## config.mk

```make
export PLATFORM = sky130hd
export DESIGN_NAME = rbt_top
export DESIGN_NICKNAME = d
export VERILOG_FILES = /design/src/rtl/rbt_pkg.sv /design/src/rtl/rbt_stream_if.sv /design/src/rtl/rbt_fifo.sv /design/src/rtl/rbt_capture.sv /design/src/rtl/rbt_top.sv
export SDC_FILE = /design/constraint.sdc
export NUM_CORES = 1
export LEC_CHECK = 0
export BUFFER_PORTS_ARGS = -buffer_cell sky130_fd_sc_hd__buf_2
export CORE_UTILIZATION = 45
export DETAILED_ROUTE_END_ITERATION = 6
export PLACE_DENSITY = 0.71
export SLEW_MARGIN = 20
export SYNTH_ARGS = -nofsm -noshare
export SYNTH_HDL_FRONTEND = slang
export SYNTH_SLANG_ARGS = --single-unit
```

## constraint.sdc

```tcl
create_clock -name mclk -period 3.49 [get_ports mclk]
set_input_delay 0.1745 -clock mclk [delete_from_list [all_inputs] [get_ports mclk]]
set_output_delay 0.1745 -clock mclk [all_outputs]
set_load 0.05 [all_outputs]
```

## src/rtl/rbt_pkg.sv

```systemverilog
// Shared constants, mode type and control decode for the registered transceiver.
// Assumes one system clock; every pin input is synchronous to that clock.
package rbt_pkg;

   // ----------------------------------------------------------------
   // Widths and depths
   // ----------------------------------------------------------------
   localparam int RBT_DATA_W = 8;
   localparam int RBT_FIFO_DEPTH = 32;
   localparam int RBT_COUNT_W = 16;
   localparam int RBT_LOG_W = 2 * RBT_DATA_W + 2;

   // ----------------------------------------------------------------
   // Capture log record layout
   // ----------------------------------------------------------------
   localparam int RBT_LOG_A_LSB = 0;
   localparam int RBT_LOG_B_LSB = RBT_DATA_W;
   localparam int RBT_LOG_A_FLAG = 2 * RBT_DATA_W;
   localparam int RBT_LOG_B_FLAG = 2 * RBT_DATA_W + 1;

   // ----------------------------------------------------------------
   // Values after reset
   // ----------------------------------------------------------------
   localparam logic [RBT_DATA_W-1:0] RBT_STORE_RESET = 8'h00;
   localparam logic [RBT_DATA_W-1:0] RBT_OUT_RESET = 8'h00;
   localparam logic [RBT_COUNT_W-1:0] RBT_COUNT_RESET = 16'h0000;
   localparam logic RBT_CAP_PREV_RESET = 1'b1;

   // ----------------------------------------------------------------
   // Transfer modes
   // ----------------------------------------------------------------
   typedef enum logic [2:0] {
      RBT_ISOLATE,
      RBT_B_LIVE_TO_A,
      RBT_B_STORED_TO_A,
      RBT_A_LIVE_TO_B,
      RBT_A_STORED_TO_B
   } rbt_mode_t;

   // Selects of the idle direction never reach the result
   function automatic rbt_mode_t rbt_decode_mode(
      input logic oe_n,
      input logic dir,
      input logic sel_ab,
      input logic sel_ba
   );
      rbt_mode_t m;
      m = RBT_ISOLATE;
      if (oe_n) begin
         m = RBT_ISOLATE;
      end else if (!dir) begin
         m = sel_ba ? RBT_B_STORED_TO_A : RBT_B_LIVE_TO_A;
      end else begin
         m = sel_ab ? RBT_A_STORED_TO_B : RBT_A_LIVE_TO_B;
      end
      return m;
   endfunction : rbt_decode_mode

endpackage : rbt_pkg

```

## src/rtl/rbt_stream_if.sv

```systemverilog
// Valid/ready word stream between the transceiver core and its log buffer.
// Assumes both ends run on the same clock.
`timescale 1ns/1ps
interface rbt_stream_if #(
   parameter int WIDTH = rbt_pkg::RBT_LOG_W
);
   logic valid;
   logic ready;
   logic [WIDTH-1:0] data;

   // Producer drives valid and data
   modport src (
      output valid,
      output data,
      input ready
   );

   // Consumer drives ready
   modport snk (
      input valid,
      input data,
      output ready
   );
endinterface : rbt_stream_if

```

## src/rtl/rbt_fifo.sv

```systemverilog
// Synchronous FIFO with valid/ready on both sides.
// Assumes a single clock and a synchronous active-high reset.
`timescale 1ns/1ps
module rbt_fifo #(
   parameter int WIDTH = rbt_pkg::RBT_LOG_W,
   parameter int DEPTH = rbt_pkg::RBT_FIFO_DEPTH
) (
   input wire logic mclk,
   input wire logic reset,
   rbt_stream_if.snk in_if,
   rbt_stream_if.src out_if
);
   import rbt_pkg::*;

   localparam int AW = $clog2(DEPTH);

   logic [WIDTH-1:0] mem [DEPTH];
   logic [AW:0] wr_ptr_reg;
   logic [AW:0] rd_ptr_reg;
   wire logic full;
   wire logic empty;
   wire logic do_push;
   wire logic do_pop;

   // ----------------------------------------------------------------
   // Status
   // ----------------------------------------------------------------
   // Extra pointer bit tells full from empty without a counter
   assign empty = (wr_ptr_reg == rd_ptr_reg);
   assign full = (wr_ptr_reg[AW] != rd_ptr_reg[AW]) &&
                 (wr_ptr_reg[AW-1:0] == rd_ptr_reg[AW-1:0]);
   assign in_if.ready = !full;
   assign out_if.valid = !empty;
   assign out_if.data = mem[rd_ptr_reg[AW-1:0]];
   assign do_push = in_if.valid && !full;
   assign do_pop = out_if.ready && !empty;

   // ----------------------------------------------------------------
   // Storage and pointers
   // ----------------------------------------------------------------
   // Storage array carries no reset; only pointers need defined state
   always_ff @(posedge mclk) begin
      if (do_push) begin
         mem[wr_ptr_reg[AW-1:0]] <= in_if.data;
      end
   end

   // Pointer update
   always_ff @(posedge mclk) begin
      if (reset) begin
         wr_ptr_reg <= '0;
         rd_ptr_reg <= '0;
      end else begin
         if (do_push) wr_ptr_reg <= wr_ptr_reg + 1'b1;
         if (do_pop) rd_ptr_reg <= rd_ptr_reg + 1'b1;
      end
   end

endmodule : rbt_fifo

```

## src/rtl/rbt_capture.sv

```systemverilog
// One capture register: rising-edge detect on a capture clock pin, then store.
// Assumes the capture clock pin is synchronous to mclk and held at least one cycle.
`timescale 1ns/1ps
module rbt_capture #(
   parameter int WIDTH = rbt_pkg::RBT_DATA_W
) (
   input wire logic mclk,
   input wire logic reset,
   input wire logic capture_clock,
   input wire logic [WIDTH-1:0] pins,
   output logic [WIDTH-1:0] stored,
   output logic captured
);
   import rbt_pkg::*;

   logic prev_reg;
   logic [WIDTH-1:0] store_reg;
   logic captured_reg;
   wire logic cap_edge;

   // Low-to-high seen between two samples; no enable term on purpose
   assign cap_edge = capture_clock && !prev_reg;
   assign stored = store_reg;
   assign captured = captured_reg;

   // Previous level; reset high so a pin already high is not an edge
   always_ff @(posedge mclk) begin
      if (reset) begin
         prev_reg <= RBT_CAP_PREV_RESET;
         captured_reg <= 1'b0;
      end else begin
         prev_reg <= capture_clock;
         captured_reg <= cap_edge;
      end
   end

   // Data store; reset value is only for tidy simulation, not a promise
   always_ff @(posedge mclk) begin
      if (reset) begin
         store_reg <= RBT_STORE_RESET;
      end else if (cap_edge) begin
         store_reg <= pins;
      end
   end

endmodule : rbt_capture

```

## src/rtl/rbt_top.sv

```systemverilog
// Top of the registered 8-bit bus transceiver with capture log.
// Assumes all pins are synchronous to mclk and the wire level of each port
// is resolved outside from the output enables.
//
// Overview of operation
// - Two 8-bit registers, one per port.
// - A register feeds B; B register feeds A.
// - Each register loads on its clock's rise.
// - Capture is never gated by any control.
// - Enable high isolates both ports; capture continues.
// - Direction low drives A, high drives B.
// - Live B data onto A when selected.
// - Stored B register onto A when selected.
// - Live A data onto B when selected.
// - Stored A register onto B when selected.
// - Never drive both ports at once.
// - Receiving port may load either or both.
// - Don't-care controls have no effect.
`timescale 1ns/1ps
module rbt_top #(
   parameter int FIFO_DEPTH = rbt_pkg::RBT_FIFO_DEPTH
) (
   input wire logic mclk,
   input wire logic reset,
   input wire logic output_enable_n,
   input wire logic direction,
   input wire logic a_to_b_source_select,
   input wire logic b_to_a_source_select,
   input wire logic a_to_b_capture_clock,
   input wire logic b_to_a_capture_clock,
   input wire logic [rbt_pkg::RBT_DATA_W-1:0] port_a_in,
   output logic [rbt_pkg::RBT_DATA_W-1:0] port_a_out,
   output logic port_a_oe,
   input wire logic [rbt_pkg::RBT_DATA_W-1:0] port_b_in,
   output logic [rbt_pkg::RBT_DATA_W-1:0] port_b_out,
   output logic port_b_oe,
   output rbt_pkg::rbt_mode_t mode_status,
   output logic [rbt_pkg::RBT_DATA_W-1:0] a_to_b_stored_status,
   output logic [rbt_pkg::RBT_DATA_W-1:0] b_to_a_stored_status,
   output logic [rbt_pkg::RBT_COUNT_W-1:0] a_to_b_capture_count,
   output logic [rbt_pkg::RBT_COUNT_W-1:0] b_to_a_capture_count,
   output logic [rbt_pkg::RBT_LOG_W-1:0] log_data,
   output logic log_valid,
   input wire logic log_ready,
   output logic log_space,
   output logic log_overrun,
   input wire logic log_overrun_clear
);
   import rbt_pkg::*;

   // ----------------------------------------------------------------
   // Declarations
   // ----------------------------------------------------------------
   // Index 0 is the register loaded from port A, index 1 from port B
   wire logic [1:0] cap_clk;
   wire logic [1:0][RBT_DATA_W-1:0] cap_pins;
   wire logic [1:0][RBT_DATA_W-1:0] stored;
   wire logic [1:0] captured;

   wire rbt_mode_t mode_next;
   wire logic a_drive_next;
   wire logic b_drive_next;
   wire logic [RBT_DATA_W-1:0] a_data_next;
   wire logic [RBT_DATA_W-1:0] b_data_next;
   wire logic [RBT_DATA_W-1:0] a_source;
   wire logic [RBT_DATA_W-1:0] b_source;

   wire logic push_valid;
   wire logic [RBT_LOG_W-1:0] push_record;
   wire logic push_lost;
   wire logic overrun_next;
   wire logic pop_take;
   wire logic [RBT_COUNT_W-1:0] count_a_next;
   wire logic [RBT_COUNT_W-1:0] count_b_next;

   rbt_mode_t mode_reg;
   logic port_a_oe_reg;
   logic port_b_oe_reg;
   logic [RBT_DATA_W-1:0] port_a_out_reg;
   logic [RBT_DATA_W-1:0] port_b_out_reg;
   logic [RBT_DATA_W-1:0] stored_a_reg;
   logic [RBT_DATA_W-1:0] stored_b_reg;
   logic [RBT_COUNT_W-1:0] count_a_reg;
   logic [RBT_COUNT_W-1:0] count_b_reg;
   logic [RBT_LOG_W-1:0] log_data_reg;
   logic log_valid_reg;
   logic log_space_reg;
   logic log_overrun_reg;

   rbt_stream_if #(.WIDTH(RBT_LOG_W)) push_if ();
   rbt_stream_if #(.WIDTH(RBT_LOG_W)) pop_if ();

   // ----------------------------------------------------------------
   // Capture registers
   // ----------------------------------------------------------------
   // Each register samples its own port pins; the pin level is the
   // resolved wire, so a port we drive captures our own output.
   assign cap_clk[0] = a_to_b_capture_clock;
   assign cap_clk[1] = b_to_a_capture_clock;
   assign cap_pins[0] = port_a_in;
   assign cap_pins[1] = port_b_in;

   // No mode, enable or select term reaches the capture path
   generate
      for (genvar g = 0; g < 2; g++) begin : g_cap
         rbt_capture #(
            .WIDTH(RBT_DATA_W)
         ) u_cap (
            .mclk(mclk),
            .reset(reset),
            .capture_clock(cap_clk[g]),
            .pins(cap_pins[g]),
            .stored(stored[g]),
            .captured(captured[g])
         );
      end
   endgenerate

   // ----------------------------------------------------------------
   // Control decode
   // ----------------------------------------------------------------
   // Isolation overrides everything; idle selects are ignored
   assign mode_next = rbt_decode_mode(output_enable_n, direction,
                                      a_to_b_source_select,
                                      b_to_a_source_select);

   // Exactly one mode per cycle, so at most one side can be enabled
   assign a_drive_next = (mode_next == RBT_B_LIVE_TO_A) ||
                         (mode_next == RBT_B_STORED_TO_A);
   assign b_drive_next = (mode_next == RBT_A_LIVE_TO_B) ||
                         (mode_next == RBT_A_STORED_TO_B);

   // ----------------------------------------------------------------
   // Output data selection
   // ----------------------------------------------------------------
   // Register from B heads for A and the one from A heads for B
   assign a_source = (mode_next == RBT_B_STORED_TO_A) ? stored[1]
                                                      : port_b_in;
   assign b_source = (mode_next == RBT_A_STORED_TO_B) ? stored[0]
                                                      : port_a_in;

   // Undriven side parks at zero so a stale value never reappears
   assign a_data_next = a_drive_next ? a_source : RBT_OUT_RESET;
   assign b_data_next = b_drive_next ? b_source : RBT_OUT_RESET;

   // ----------------------------------------------------------------
   // Port drivers
   // ----------------------------------------------------------------
   // One cycle of latency buys flop-driven pins; the enables move on
   // the same edge, so a turnaround never overlaps the two drivers.
   always_ff @(posedge mclk) begin
      if (reset) begin
         port_a_oe_reg <= 1'b0;
         port_b_oe_reg <= 1'b0;
      end else begin
         port_a_oe_reg <= a_drive_next;
         port_b_oe_reg <= b_drive_next;
      end
   end

   // Port data values
   always_ff @(posedge mclk) begin
      if (reset) begin
         port_a_out_reg <= RBT_OUT_RESET;
         port_b_out_reg <= RBT_OUT_RESET;
      end else begin
         port_a_out_reg <= a_data_next;
         port_b_out_reg <= b_data_next;
      end
   end

   // Mode readback
   always_ff @(posedge mclk) begin
      if (reset) begin
         mode_reg <= RBT_ISOLATE;
      end else begin
         mode_reg <= mode_next;
      end
   end

   // ----------------------------------------------------------------
   // Stored value readback
   // ----------------------------------------------------------------
   // Mirrors lag the capture registers by one cycle
   always_ff @(posedge mclk) begin
      if (reset) begin
         stored_a_reg <= RBT_STORE_RESET;
         stored_b_reg <= RBT_STORE_RESET;
      end else begin
         stored_a_reg <= stored[0];
         stored_b_reg <= stored[1];
      end
   end

   // ----------------------------------------------------------------
   // Capture counters
   // ----------------------------------------------------------------
   // Free-running, wrap silently; software takes differences
   assign count_a_next = count_a_reg + 1'b1;
   assign count_b_next = count_b_reg + 1'b1;

   // One count per capture edge
   always_ff @(posedge mclk) begin
      if (reset) begin
         count_a_reg <= RBT_COUNT_RESET;
         count_b_reg <= RBT_COUNT_RESET;
      end else begin
         if (captured[0]) count_a_reg <= count_a_next;
         if (captured[1]) count_b_reg <= count_b_next;
      end
   end

   // ----------------------------------------------------------------
   // Capture log
   // ----------------------------------------------------------------
   // One record per cycle with any capture; both edges in the same cycle
   // share a record, so neither is dropped by a single write port.
   assign push_valid = |captured;
   assign push_record[RBT_LOG_A_LSB +: RBT_DATA_W] = stored[0];
   assign push_record[RBT_LOG_B_LSB +: RBT_DATA_W] = stored[1];
   assign push_record[RBT_LOG_A_FLAG] = captured[0];
   assign push_record[RBT_LOG_B_FLAG] = captured[1];
   assign push_if.valid = push_valid;
   assign push_if.data = push_record;

   // A full buffer loses log records but never holds off a capture
   assign push_lost = push_valid && !push_if.ready;

   // Log buffer
   rbt_fifo #(
      .WIDTH(RBT_LOG_W),
      .DEPTH(FIFO_DEPTH)
   ) u_log_fifo (
      .mclk(mclk),
      .reset(reset),
      .in_if(push_if),
      .out_if(pop_if)
   );

   // Sticky overrun; a loss in the clearing cycle still sets it
   assign overrun_next = push_lost ? 1'b1
                       : (log_overrun_clear ? 1'b0 : log_overrun_reg);

   // Overrun flag and space indication
   always_ff @(posedge mclk) begin
      if (reset) begin
         log_overrun_reg <= 1'b0;
         log_space_reg <= 1'b0;
      end else begin
         log_overrun_reg <= overrun_next;
         log_space_reg <= push_if.ready;
      end
   end

   // ----------------------------------------------------------------
   // Log output stage
   // ----------------------------------------------------------------
   // Holding register keeps the user-side outputs on flops; a stalled
   // reader lets the buffer fill, which is what drives the overrun.
   assign pop_take = !log_valid_reg || log_ready;
   assign pop_if.ready = pop_take;

   // Output word and valid
   always_ff @(posedge mclk) begin
      if (reset) begin
         log_valid_reg <= 1'b0;
         log_data_reg <= '0;
      end else if (pop_take) begin
         log_valid_reg <= pop_if.valid;
         if (pop_if.valid) log_data_reg <= pop_if.data;
      end
   end

   // ----------------------------------------------------------------
   // Outputs
   // ----------------------------------------------------------------
   assign port_a_out = port_a_out_reg;
   assign port_a_oe = port_a_oe_reg;
   assign port_b_out = port_b_out_reg;
   assign port_b_oe = port_b_oe_reg;
   assign mode_status = mode_reg;
   assign a_to_b_stored_status = stored_a_reg;
   assign b_to_a_stored_status = stored_b_reg;
   assign a_to_b_capture_count = count_a_reg;
   assign b_to_a_capture_count = count_b_reg;
   assign log_data = log_data_reg;
   assign log_valid = log_valid_reg;
   assign log_space = log_space_reg;
   assign log_overrun = log_overrun_reg;

endmodule : rbt_top

```

* Word level (Yosys, flattened, before mapping)
Memories as Yosys holds them, arrays and structs flattened. A register that Yosys moved wholly into a read port is not among the register bits.
Index checks and enable logic that the tools add are counted.
** Storage, ports and cells
- Flip-flop bits (word level) :: 104
- RAM bits :: 576
- Output and inout port bits :: 90
- Logic and storage cells :: 64
- Memories :: 1
** Memory list
- u_log_fifo.mem :: words 32, width 18, read ports 1, clocked after memory_dff 1, write ports 1, line rbt_fifo.sv:17 : logic [WIDTH-1:0] mem [DEPTH];
** Cells by class
- Add/sub/neg operators :: 4
- Equal/unequal tests :: 7
- Muxes and demuxes :: 10
- Bitwise gates (word level) :: 3
- Reductions and logical operators :: 19
** Operators with widths (count)
- 16-bit by 1-bit adder with 16-bit output, second input constant :: 2
- 8-bit 2-to-1 mux :: 2
- 6-bit by 1-bit adder with 6-bit output, second input constant :: 2
- 3-bit 2-to-1 mux :: 3
- 3-bit by 2-bit equality test with 1-bit output, second input constant :: 2
- 6-bit equality test :: 1
- 1-bit logical AND :: 6
- 2-bit OR reduction :: 3
- 5-bit equality test :: 1
- 1-bit zero test :: 5
- 1-bit 2-to-1 mux :: 4
- 3-bit by 1-bit equality test with 1-bit output, second input constant :: 1
- 3-bit equality test, second input constant :: 1
- 1-bit logical OR :: 3
- 1-bit inverter :: 3
- 2-bit 2-to-1 mux :: 1
- 2-bit AND reduction :: 1
- 2-bit nonzero test :: 1
- 1-bit != test :: 1

* Logic depth before layout (Yosys ltp)
Gate-level depths: netlist (run 1).
- Word-level depth :: 7
- Depth in mapped cells :: 9
- Gate-level depth less buffers :: 6

* Cells and area by module
Synthesis (run 1) repeated with hierarchy kept, for this count alone.
** Unflattened totals
- Cells, all modules :: 1782
- Area total of the unflattened synthesis :: 27452.6 sq um
** By module, submodules not included
- rbt_fifo :: times used 1, cells each 1344, area each 23301.1 sq um, sequential area each 17636.9 sq um
- rbt_top :: times used 1, cells each 362, area each 3333.2 sq um, sequential area each 1801.7 sq um
- rbt_capture :: times used 2, cells each 38, area each 409.1 sq um, sequential area each 200.2 sq um

* Least setup slack after synthesis (run 1)
No wires, ideal clock.
- Path kind :: register to register
- Start point :: reg g_cap[1].u_cap.captured_reg
- End point :: mem u_log_fifo.mem[28][0] (netlist name), enable pin
- Library setup time :: 0.393 ns
- Arrival :: 2.525 ns
- Required time :: 3.097 ns
- Setup slack :: 0.573 ns
- Cell stages (with the launch flop) :: 6
- Path through :: dfxtp_1 > clkbuf_1 > nor2_1 > a31oi_1 > nand2_1 > nor2_1
** On the way
- Word-level cells in the longest chain between the ends :: 4
** Ends and longest elaborated chain
- from (decl) :: line rbt_capture.sv:18 : logic captured_reg;
- from (signal assigned) :: line rbt_capture.sv:33 : captured_reg <= cap_edge;
- 2-bit OR reduction :: line rbt_top.sv:218 : assign push_valid = |captured;
- 1-bit logical AND :: line rbt_fifo.sv:35 : assign do_push = in_if.valid && !full;
- 1-bit 2-to-1 mux :: line rbt_fifo.sv:43 : if (do_push) begin
- 1-bit 2-to-1 mux (implied by the code) :: line rbt_fifo.sv:44 : mem[wr_ptr_reg[AW-1:0]] <= in_if.data;
- to (decl) :: line rbt_fifo.sv:17
No other way between the ends.

* Worst setup path in the final report (run 1)
- Start point :: reg u_log_fifo.rd_ptr_reg[1]
- End point :: reg log_data_reg[13], in the netlist log_data[13] (read register of u_log_fifo.mem)
** On the way
- Word-level cells in the longest chain between the ends :: 3
** Ends and longest elaborated chain
- from (decl) :: line rbt_fifo.sv:19 : logic [AW:0] rd_ptr_reg;
- from (signal assigned) :: line rbt_fifo.sv:55 : if (do_pop) rd_ptr_reg <= rd_ptr_reg + 1'b1;
- 6-bit equality test :: line rbt_fifo.sv:29 : assign empty = (wr_ptr_reg == rd_ptr_reg);
- 1-bit inverter (no source line)
- 2-bit AND reduction (no source line)
- to (decl) :: line rbt_top.sv:85 : logic [RBT_LOG_W-1:0] log_data_reg;
Parallel ways exist; a longest one is shown, timed or not.
A chain may end at the register's enable or synchronous reset.

==> impl_metrics.toml, run 1 <==
[grt]
antenna_violations_before_repair = 0
grt_overflow_total = 0
grtUsageTotal = 0.206
first_global_vias = 14400
grt_pass1_wl_microns = 91200
pin_count_of_the_biggest_net_entering_global_routing = 111

[clock_network]
cts_root_buffer = "sky130_fd_sc_hd__clkbuf_16"
numCtsBuffers = 71
cts.htree.levels = 3
tritoncts = "built"
cts_setup_buffers = 0
clock_insertion_delay_at_the_later_pin_of_the_skew_report_ns = 0.62
ctsLongestPathBuffers = 3
cts.sinks = 698
ctsResizeCount = 0
clkSlewWorstSetupHoldPaths_ns = 0.06

[cells_and_area]
final_core_util = 0.534
layout-drive-gt1-share = 0.265
layout.cells.most_common = "sky130_fd_sc_hd__edfxtp_1"
max_reg_flops = 576
final_net_count = 1700
finish.cell_count_without_fillers = 2490
finish.instance_area_sq_um = 31100
syn2layout_area_growth_pct = 16.3
most-common-layout-cells = "sky130_fd_sc_hd__edfxtp_1, sky130_fd_sc_hd__buf_2, sky130_fd_sc_hd__dfxtp_1, sky130_fd_sc_hd__mux4_2, sky130_fd_sc_hd__mux2i_1"

[sta]
timing.final.max_slew_violations = 0
fmax_ghz = 0.333
final_hold_slack_ns = 0.207
min_period_ns = 3.00
report.final.setup_viol = 0
tightestPinTransition_ns = 0.963
worst_clock_skew_ns = 0.0343
slew_headroom = 0.355
grt_setup_unrepaired = "no"
finalHoldViolCount = 0
final_min_period_over_clock_period = 0.861
fin_setup_tns_ns = 0

[yosys]
edff_count_synth = 576
synth_cells = 1472
netlist_area_pre_place_sq_um = 26700
synth_fp_nets = 1505
synth.lib_cells_used.distinct = 56
async_reset_ff_frac = 0
yosysWarnings = 0
syn_area_per_cell_sq_um = 18.2
ff_latch_count_synth = 698
synth_top_flop_cell = "sky130_fd_sc_hd__edfxtp_1"
ys_seq_area_frac = 0.739

[critical_path]
crit_required_ns = 4.04
crit_type = "reg -> reg"
critical_path.endpoint_type = "flop"
crit_path_start_kind = "flop"
worstPathMaxFanout = 110
critical_path_arrival_ns = 3.56

[routing]
drt_first_pass_iters = 5
remaining_drcs = 0
ant_nets = 0
final_wl_microns = 61500
avgRoutedWirePerCell_microns = 24.7
viasPerCell = 5.83
num_vias = 14500
drt_first_iter_violations = 1182

[floorplan]
design.core.area_sq_um = 58100
die-area_sq_um = 60400
boundaryPins = 116
floorplan.die.width_microns = 246
chipHeight_microns = 246
row_count = 88
initial_standard_cell_utilization_of_the_core = 0.460

[placed_design]
port_buffers = 115
place.gp.congestion = 0.784
place_hpwl_microns = 36500
dpl_cell_area_sq_um = 28400
post-place-cells = 2334

[power_and_ir_drop]
vdd.ir_drop.worst_uv = 550
static-leakage-power_nw = 10.5
p_per_area_nw_per_um2 = 627

[min_path]
type_of_the_tightest_min_delay_check = "in -> reg"

[status]
status = "complete, no violations"

[flow_run]
maxCapViolations = 0
what timing repair did:
item | CTS | global route
setup endpoints to repair | 0 | 0
hold buffers | 25 | 0
hold endpoints to repair | 38 | 0
cell families after synthesis:
group           after synthesis  share of synthesized area
fa+ha+maj                     7                    0.00328
simple gates                229                     0.0427
flops                       698                      0.739
compound gates              204                     0.0554
mux                         204                      0.127
xor+xnor                     36                     0.0118
buf+inv                      94                     0.0211
final timing paths:
check                                   startpoint                   endpoint  slack, ns  depth (start not counted)
max          u_log_fifo.rd_ptr_reg[1]$_SDFFE_PP0P_  log_data[13]$_SDFFE_PP0P_       0.49                          7
min                                          reset  log_data[17]$_SDFFE_PP0P_       0.21                          3
max reg2reg  u_log_fifo.rd_ptr_reg[1]$_SDFFE_PP0P_  log_data[13]$_SDFFE_PP0P_       0.49                          7
min reg2reg              log_data[17]$_SDFFE_PP0P_  log_data[17]$_SDFFE_PP0P_       0.47                          1
critical path, cell delays in order (launching register included):
cell and delay, ns:
sky130_fd_sc_hd__dfxtp_4 0.35, sky130_fd_sc_hd__buf_12 0.29, sky130_fd_sc_hd__and2_2 0.39, sky130_fd_sc_hd__buf_4 0.27
sky130_fd_sc_hd__a221oi_1 0.47, sky130_fd_sc_hd__o21ai_0 0.16, sky130_fd_sc_hd__a211oi_1 0.77, sky130_fd_sc_hd__a211o_1 0.19
cells in the mapped netlist, types with 2 or more instances:
cell,number,share of area
sky130_fd_sc_hd__mux2_2,2,0.00084
sky130_fd_sc_hd__o22a_1,16,0.0052
sky130_fd_sc_hd__nor3_1,6,0.0011
sky130_fd_sc_hd__mux2i_1,96,0.036
sky130_fd_sc_hd__a31o_2,2,0.00066
sky130_fd_sc_hd__inv_1,10,0.0014
sky130_fd_sc_hd__a211o_1,7,0.0023
sky130_fd_sc_hd__and2_1,25,0.0059
sky130_fd_sc_hd__and4_1,4,0.0013
sky130_fd_sc_hd__a21oi_1,40,0.0075
sky130_fd_sc_hd__or3_1,7,0.0016
sky130_fd_sc_hd__nor2b_1,21,0.0049
sky130_fd_sc_hd__ha_1,7,0.0033
sky130_fd_sc_hd__and3_1,7,0.0016
sky130_fd_sc_hd__or2_2,6,0.0014
sky130_fd_sc_hd__mux4_1,7,0.0069
sky130_fd_sc_hd__nand2_1,27,0.0038
sky130_fd_sc_hd__nor2_1,93,0.013
sky130_fd_sc_hd__a22oi_1,35,0.0098
sky130_fd_sc_hd__buf_6,7,0.0029
sky130_fd_sc_hd__a211oi_1,6,0.0017
sky130_fd_sc_hd__buf_4,7,0.0020
sky130_fd_sc_hd__clkbuf_1,37,0.0052
sky130_fd_sc_hd__a221oi_2,3,0.0017
sky130_fd_sc_hd__buf_8,4,0.0022
sky130_fd_sc_hd__dfxtp_1,122,0.091
sky130_fd_sc_hd__o21ai_1,7,0.0013
sky130_fd_sc_hd__buf_2,15,0.0028
sky130_fd_sc_hd__buf_1,8,0.0011
sky130_fd_sc_hd__buf_12,4,0.0030
sky130_fd_sc_hd__or3b_2,2,0.00066
sky130_fd_sc_hd__edfxtp_1,576,0.65
sky130_fd_sc_hd__nor4_1,2,0.00047
sky130_fd_sc_hd__o311ai_2,2,0.0012
sky130_fd_sc_hd__nand4_1,9,0.0021
sky130_fd_sc_hd__nand2b_1,4,0.00094
sky130_fd_sc_hd__xnor2_1,20,0.0066
sky130_fd_sc_hd__a221oi_1,35,0.011
sky130_fd_sc_hd__o21ai_0,34,0.0064
sky130_fd_sc_hd__nand3_1,10,0.0019
sky130_fd_sc_hd__mux4_2,99,0.083
sky130_fd_sc_hd__xor2_1,16,0.0052
sky130_fd_sc_hd__a221o_1,11,0.0041
sky130_fd_sc_hd__nand3b_1,2,0.00056
per-stage QoR:
step | total power [W] | setup WS (ns)
3_5_place_dp | 0.0119 | 0.410
5_1_grt | 0.0201 | 0.313
3_3_place_gp | 0.0119 | 0.449
4_1_cts | 0.0196 | 0.409
2_1_floorplan | 0.0114 | 0.573
6_report | 0.0195 | 0.486
power breakdown:
part	switching [W]	total [W]	internal [W]
registers	0.000172	0.00931	0.00913
logic	0.00141	0.00243	0.00102
clock network	0.00319	0.00773	0.00454
total	0.00478	0.0195	0.0147
layout make-up:
| cell class | count | area, sq um |
|---|---|---|
| fill | 4477 | 27100 |
| sequential | 698 | 19800 |
| multi-input combinational | 680 | 6540 |
| clock buffer | 90 | 1920 |
| timing repair buffer | 205 | 1380 |
| tap | 765 | 957 |
| clock inverter | 40 | 473 |
| inverter | 11 | 41.3 |
| antenna | 1 | 2.50 |
per-layer routing:
layer,wire (microns),global-route usage
met5,0,0
met4,2080,0.0782
met3,4970,0.0468
met2,28800,0.321
met1,25600,0.283
No activity file was read; power rests on OpenSTA's default activity.
==> inputs of run 2 (changes only) <==
--- a/config.mk
+++ b/config.mk
@@ -9,6 +9,7 @@
 export CORE_UTILIZATION = 45
 export DETAILED_ROUTE_END_ITERATION = 6
 export PLACE_DENSITY = 0.71
+export REMOVE_ABC_BUFFERS = 1
 export SLEW_MARGIN = 20
 export SYNTH_ARGS = -nofsm -noshare
 export SYNTH_HDL_FRONTEND = slang
==> run 2 against run 1 <==
Fmax increased by 5.8%. Utilization decreased by 0.43 points. Critical path depth decreased by 1. Combinational power increased by 7%. Clock-buffer cell count increased by 2. Hold slack got worse by 0.19 ns. Via count increased by 1.4%. Largest cell class unchanged. Highest routed layer unchanged.
==> impl_metrics.toml, run 2 (synthesis results as in run 1) <==
[status]
status = "complete, no violations"

[placed_design]
port_buffers = 115
dp_slack_ns = 0.682
place_hpwl_microns = 38800
place.gp.congestion = 0.831
post-place-cells = 2341

[critical_path]
crit_required_ns = 3.76
worst_path_largest_cell_delay_ns = 0.57
cp_top_family = "simple AND/OR/NAND/NOR gates"
critical_path.endpoint_type = "flop"
crit_type = "reg -> reg"
critical_path_arrival_ns = 3.11
cp.buffers_inverters = 1
crit_slowest_cell = "sky130_fd_sc_hd__dfxtp_4"
worstPathMaxFanout = 18
crit_path_start_kind = "flop"
timing.critical_path.cells = "xnor2_1 > and3_1 > a31oi_1 > nand2_1 > nor2_2 > buf_4"

[cells_and_area]
most-common-layout-cells = "sky130_fd_sc_hd__edfxtp_1, sky130_fd_sc_hd__dfxtp_1, sky130_fd_sc_hd__buf_2, sky130_fd_sc_hd__mux4_2, sky130_fd_sc_hd__mux2i_1"
syn2layout_area_growth_pct = 15.3
layout.cells.most_common = "sky130_fd_sc_hd__edfxtp_1"
max_reg_flops = 576
final_net_count = 1705
finish.cell_count_without_fillers = 2488
antenna-diode-count = 0
layout-drive-gt1-share = 0.257

[floorplan]
chipHeight_microns = 246
boundaryPins = 116
die-area_sq_um = 60400
design.core.area_sq_um = 58100
row_count = 88
floorplan.die.width_microns = 246
initial_standard_cell_utilization_of_the_core = 0.460

[sta]
grt_setup_unrepaired = "no"
min_period_ns = 2.84
worst_clock_skew_ns = 0.0219
report.final.setup_viol = 0
timing.final.ws_setup_ns = 0.650
tightestPinTransition_ns = 0.969
final_min_period_over_clock_period = 0.814
finalHoldViolCount = 0
slew_headroom = 0.351
timing.final.max_slew_violations = 0
fmax_ghz = 0.352

[min_path]
type_of_the_tightest_min_delay_check = "in -> reg"

[clock_network]
tritoncts = "built"
cts_root_buffer = "sky130_fd_sc_hd__clkbuf_16"
cts_setup_buffers = 0
cts.sinks = 698
ctsLongestPathBuffers = 3
clock_insertion_delay_at_the_later_pin_of_the_skew_report_ns = 0.61
clkSlewWorstSetupHoldPaths_ns = 0.06
ctsResizeCount = 0
numCtsBuffers = 69
cts.htree.levels = 3

[power_and_ir_drop]
static-leakage-power_nw = 10.4
p_per_area_nw_per_um2 = 616
vdd.ir_drop.worst_uv = 384

[routing]
num_vias = 14700
viasPerCell = 5.91
avgRoutedWirePerCell_microns = 25.6
ant_nets = 0
drt_first_pass_iters = 5
remaining_drcs = 0
drt_first_iter_violations = 1683
final_wl_microns = 63800

[grt]
grt_pass1_wl_microns = 96000
grt_overflow_total = 0
pin_count_of_the_biggest_net_entering_global_routing = 59
antenna_violations_before_repair = 1
first_global_vias = 14800
grtUsageTotal = 0.216

[flow_run]
maxCapViolations = 0
-- run 2: cell types whose count changed in the layout (fill, tap and decap cells not counted), moves of 3 or more --
cell                        change
sky130_fd_sc_hd__clkinv_2       -6
sky130_fd_sc_hd__nor2_4         -5
sky130_fd_sc_hd__nor2_1         +5
sky130_fd_sc_hd__dfxtp_2        -5
sky130_fd_sc_hd__clkbuf_1       +3
sky130_fd_sc_hd__dfxtp_1        +5
sky130_fd_sc_hd__bufinv_16      -8
sky130_fd_sc_hd__inv_6          +3
sky130_fd_sc_hd__buf_4          +8
-- run 2: path summary, 6_finish.rpt --
check	start	end	slack [ns]	cells after the start
max	u_log_fifo.rd_ptr_reg[1]$_SDFFE_PP0P_	u_log_fifo.mem[0][4]$_DFFE_PP_	0.65	6
min reg2reg	log_overrun$_SDFFE_PP0P_	log_overrun$_SDFFE_PP0P_	0.48	2
max reg2reg	u_log_fifo.rd_ptr_reg[1]$_SDFFE_PP0P_	u_log_fifo.mem[0][4]$_DFFE_PP_	0.65	6
min	reset	a_to_b_capture_count[0]$_SDFFE_PP0P_	0.02	2
-- run 2: power breakdown --
part	switching [W]	leakage (nW)	internal (W)
clock	0.00308	1.04	0.00396
combinational	0.00156	3.04	0.00105
sequential	0.000201	6.30	0.00913
-- run 2: area by class of cell --
cell class / count / area [sq um]
clock buffers: 92 / 1950
inverters: 11 / 41.3
multi-input cells: 680 / 6510
flip-flops and latches: 698 / 19800
clock inverters: 30 / 195
repair buffers: 212 / 1420
fillers: 4563 / 27300
well taps: 765 / 957
-- run 2: metrics by stage --
step / util / total power (W) / area [sq um] / hold slack (ns) / TNS, ns
after floorplan: - / 0.0115 / 26200 / 0.242 / -3624.07
after global placement: 0.489 / 0.0121 / 28400 / 0.374 / 0
after detailed placement: 0.489 / 0.0121 / 28400 / 0.378 / 0
after CTS: 0.530 / 0.0191 / 30800 / 0.00179 / 0
after global routing: 0.530 / 0.0195 / 30800 / 0.0199 / 0
final: 0.530 / 0.0190 / 30800 / 0.0195 / 0
-- run 2: worst reg2reg max path, cell delays in order, from the launching register on --
cell                      delay [ns]
sky130_fd_sc_hd__dfxtp_4        0.57
sky130_fd_sc_hd__xnor2_1        0.17
sky130_fd_sc_hd__and3_1         0.22
sky130_fd_sc_hd__a31oi_1        0.46
sky130_fd_sc_hd__nand2_1        0.51
sky130_fd_sc_hd__nor2_2         0.24
sky130_fd_sc_hd__buf_4          0.33
-- run 2: repair_timing --
| item | CTS | global route |
|---|---|---|
| setup endpoints to repair | 0 | 0 |
| hold endpoints to repair | 38 | 0 |
| hold buffers | 25 | 0 |
-- run 2: per-layer routing --
layer  vias up  track usage  share of wire
met5         -            0              0
met4         0       0.0691          0.024
met3       100       0.0377          0.081
met2       765        0.338           0.47
met1      7554        0.306           0.43
li1       6291            -              -
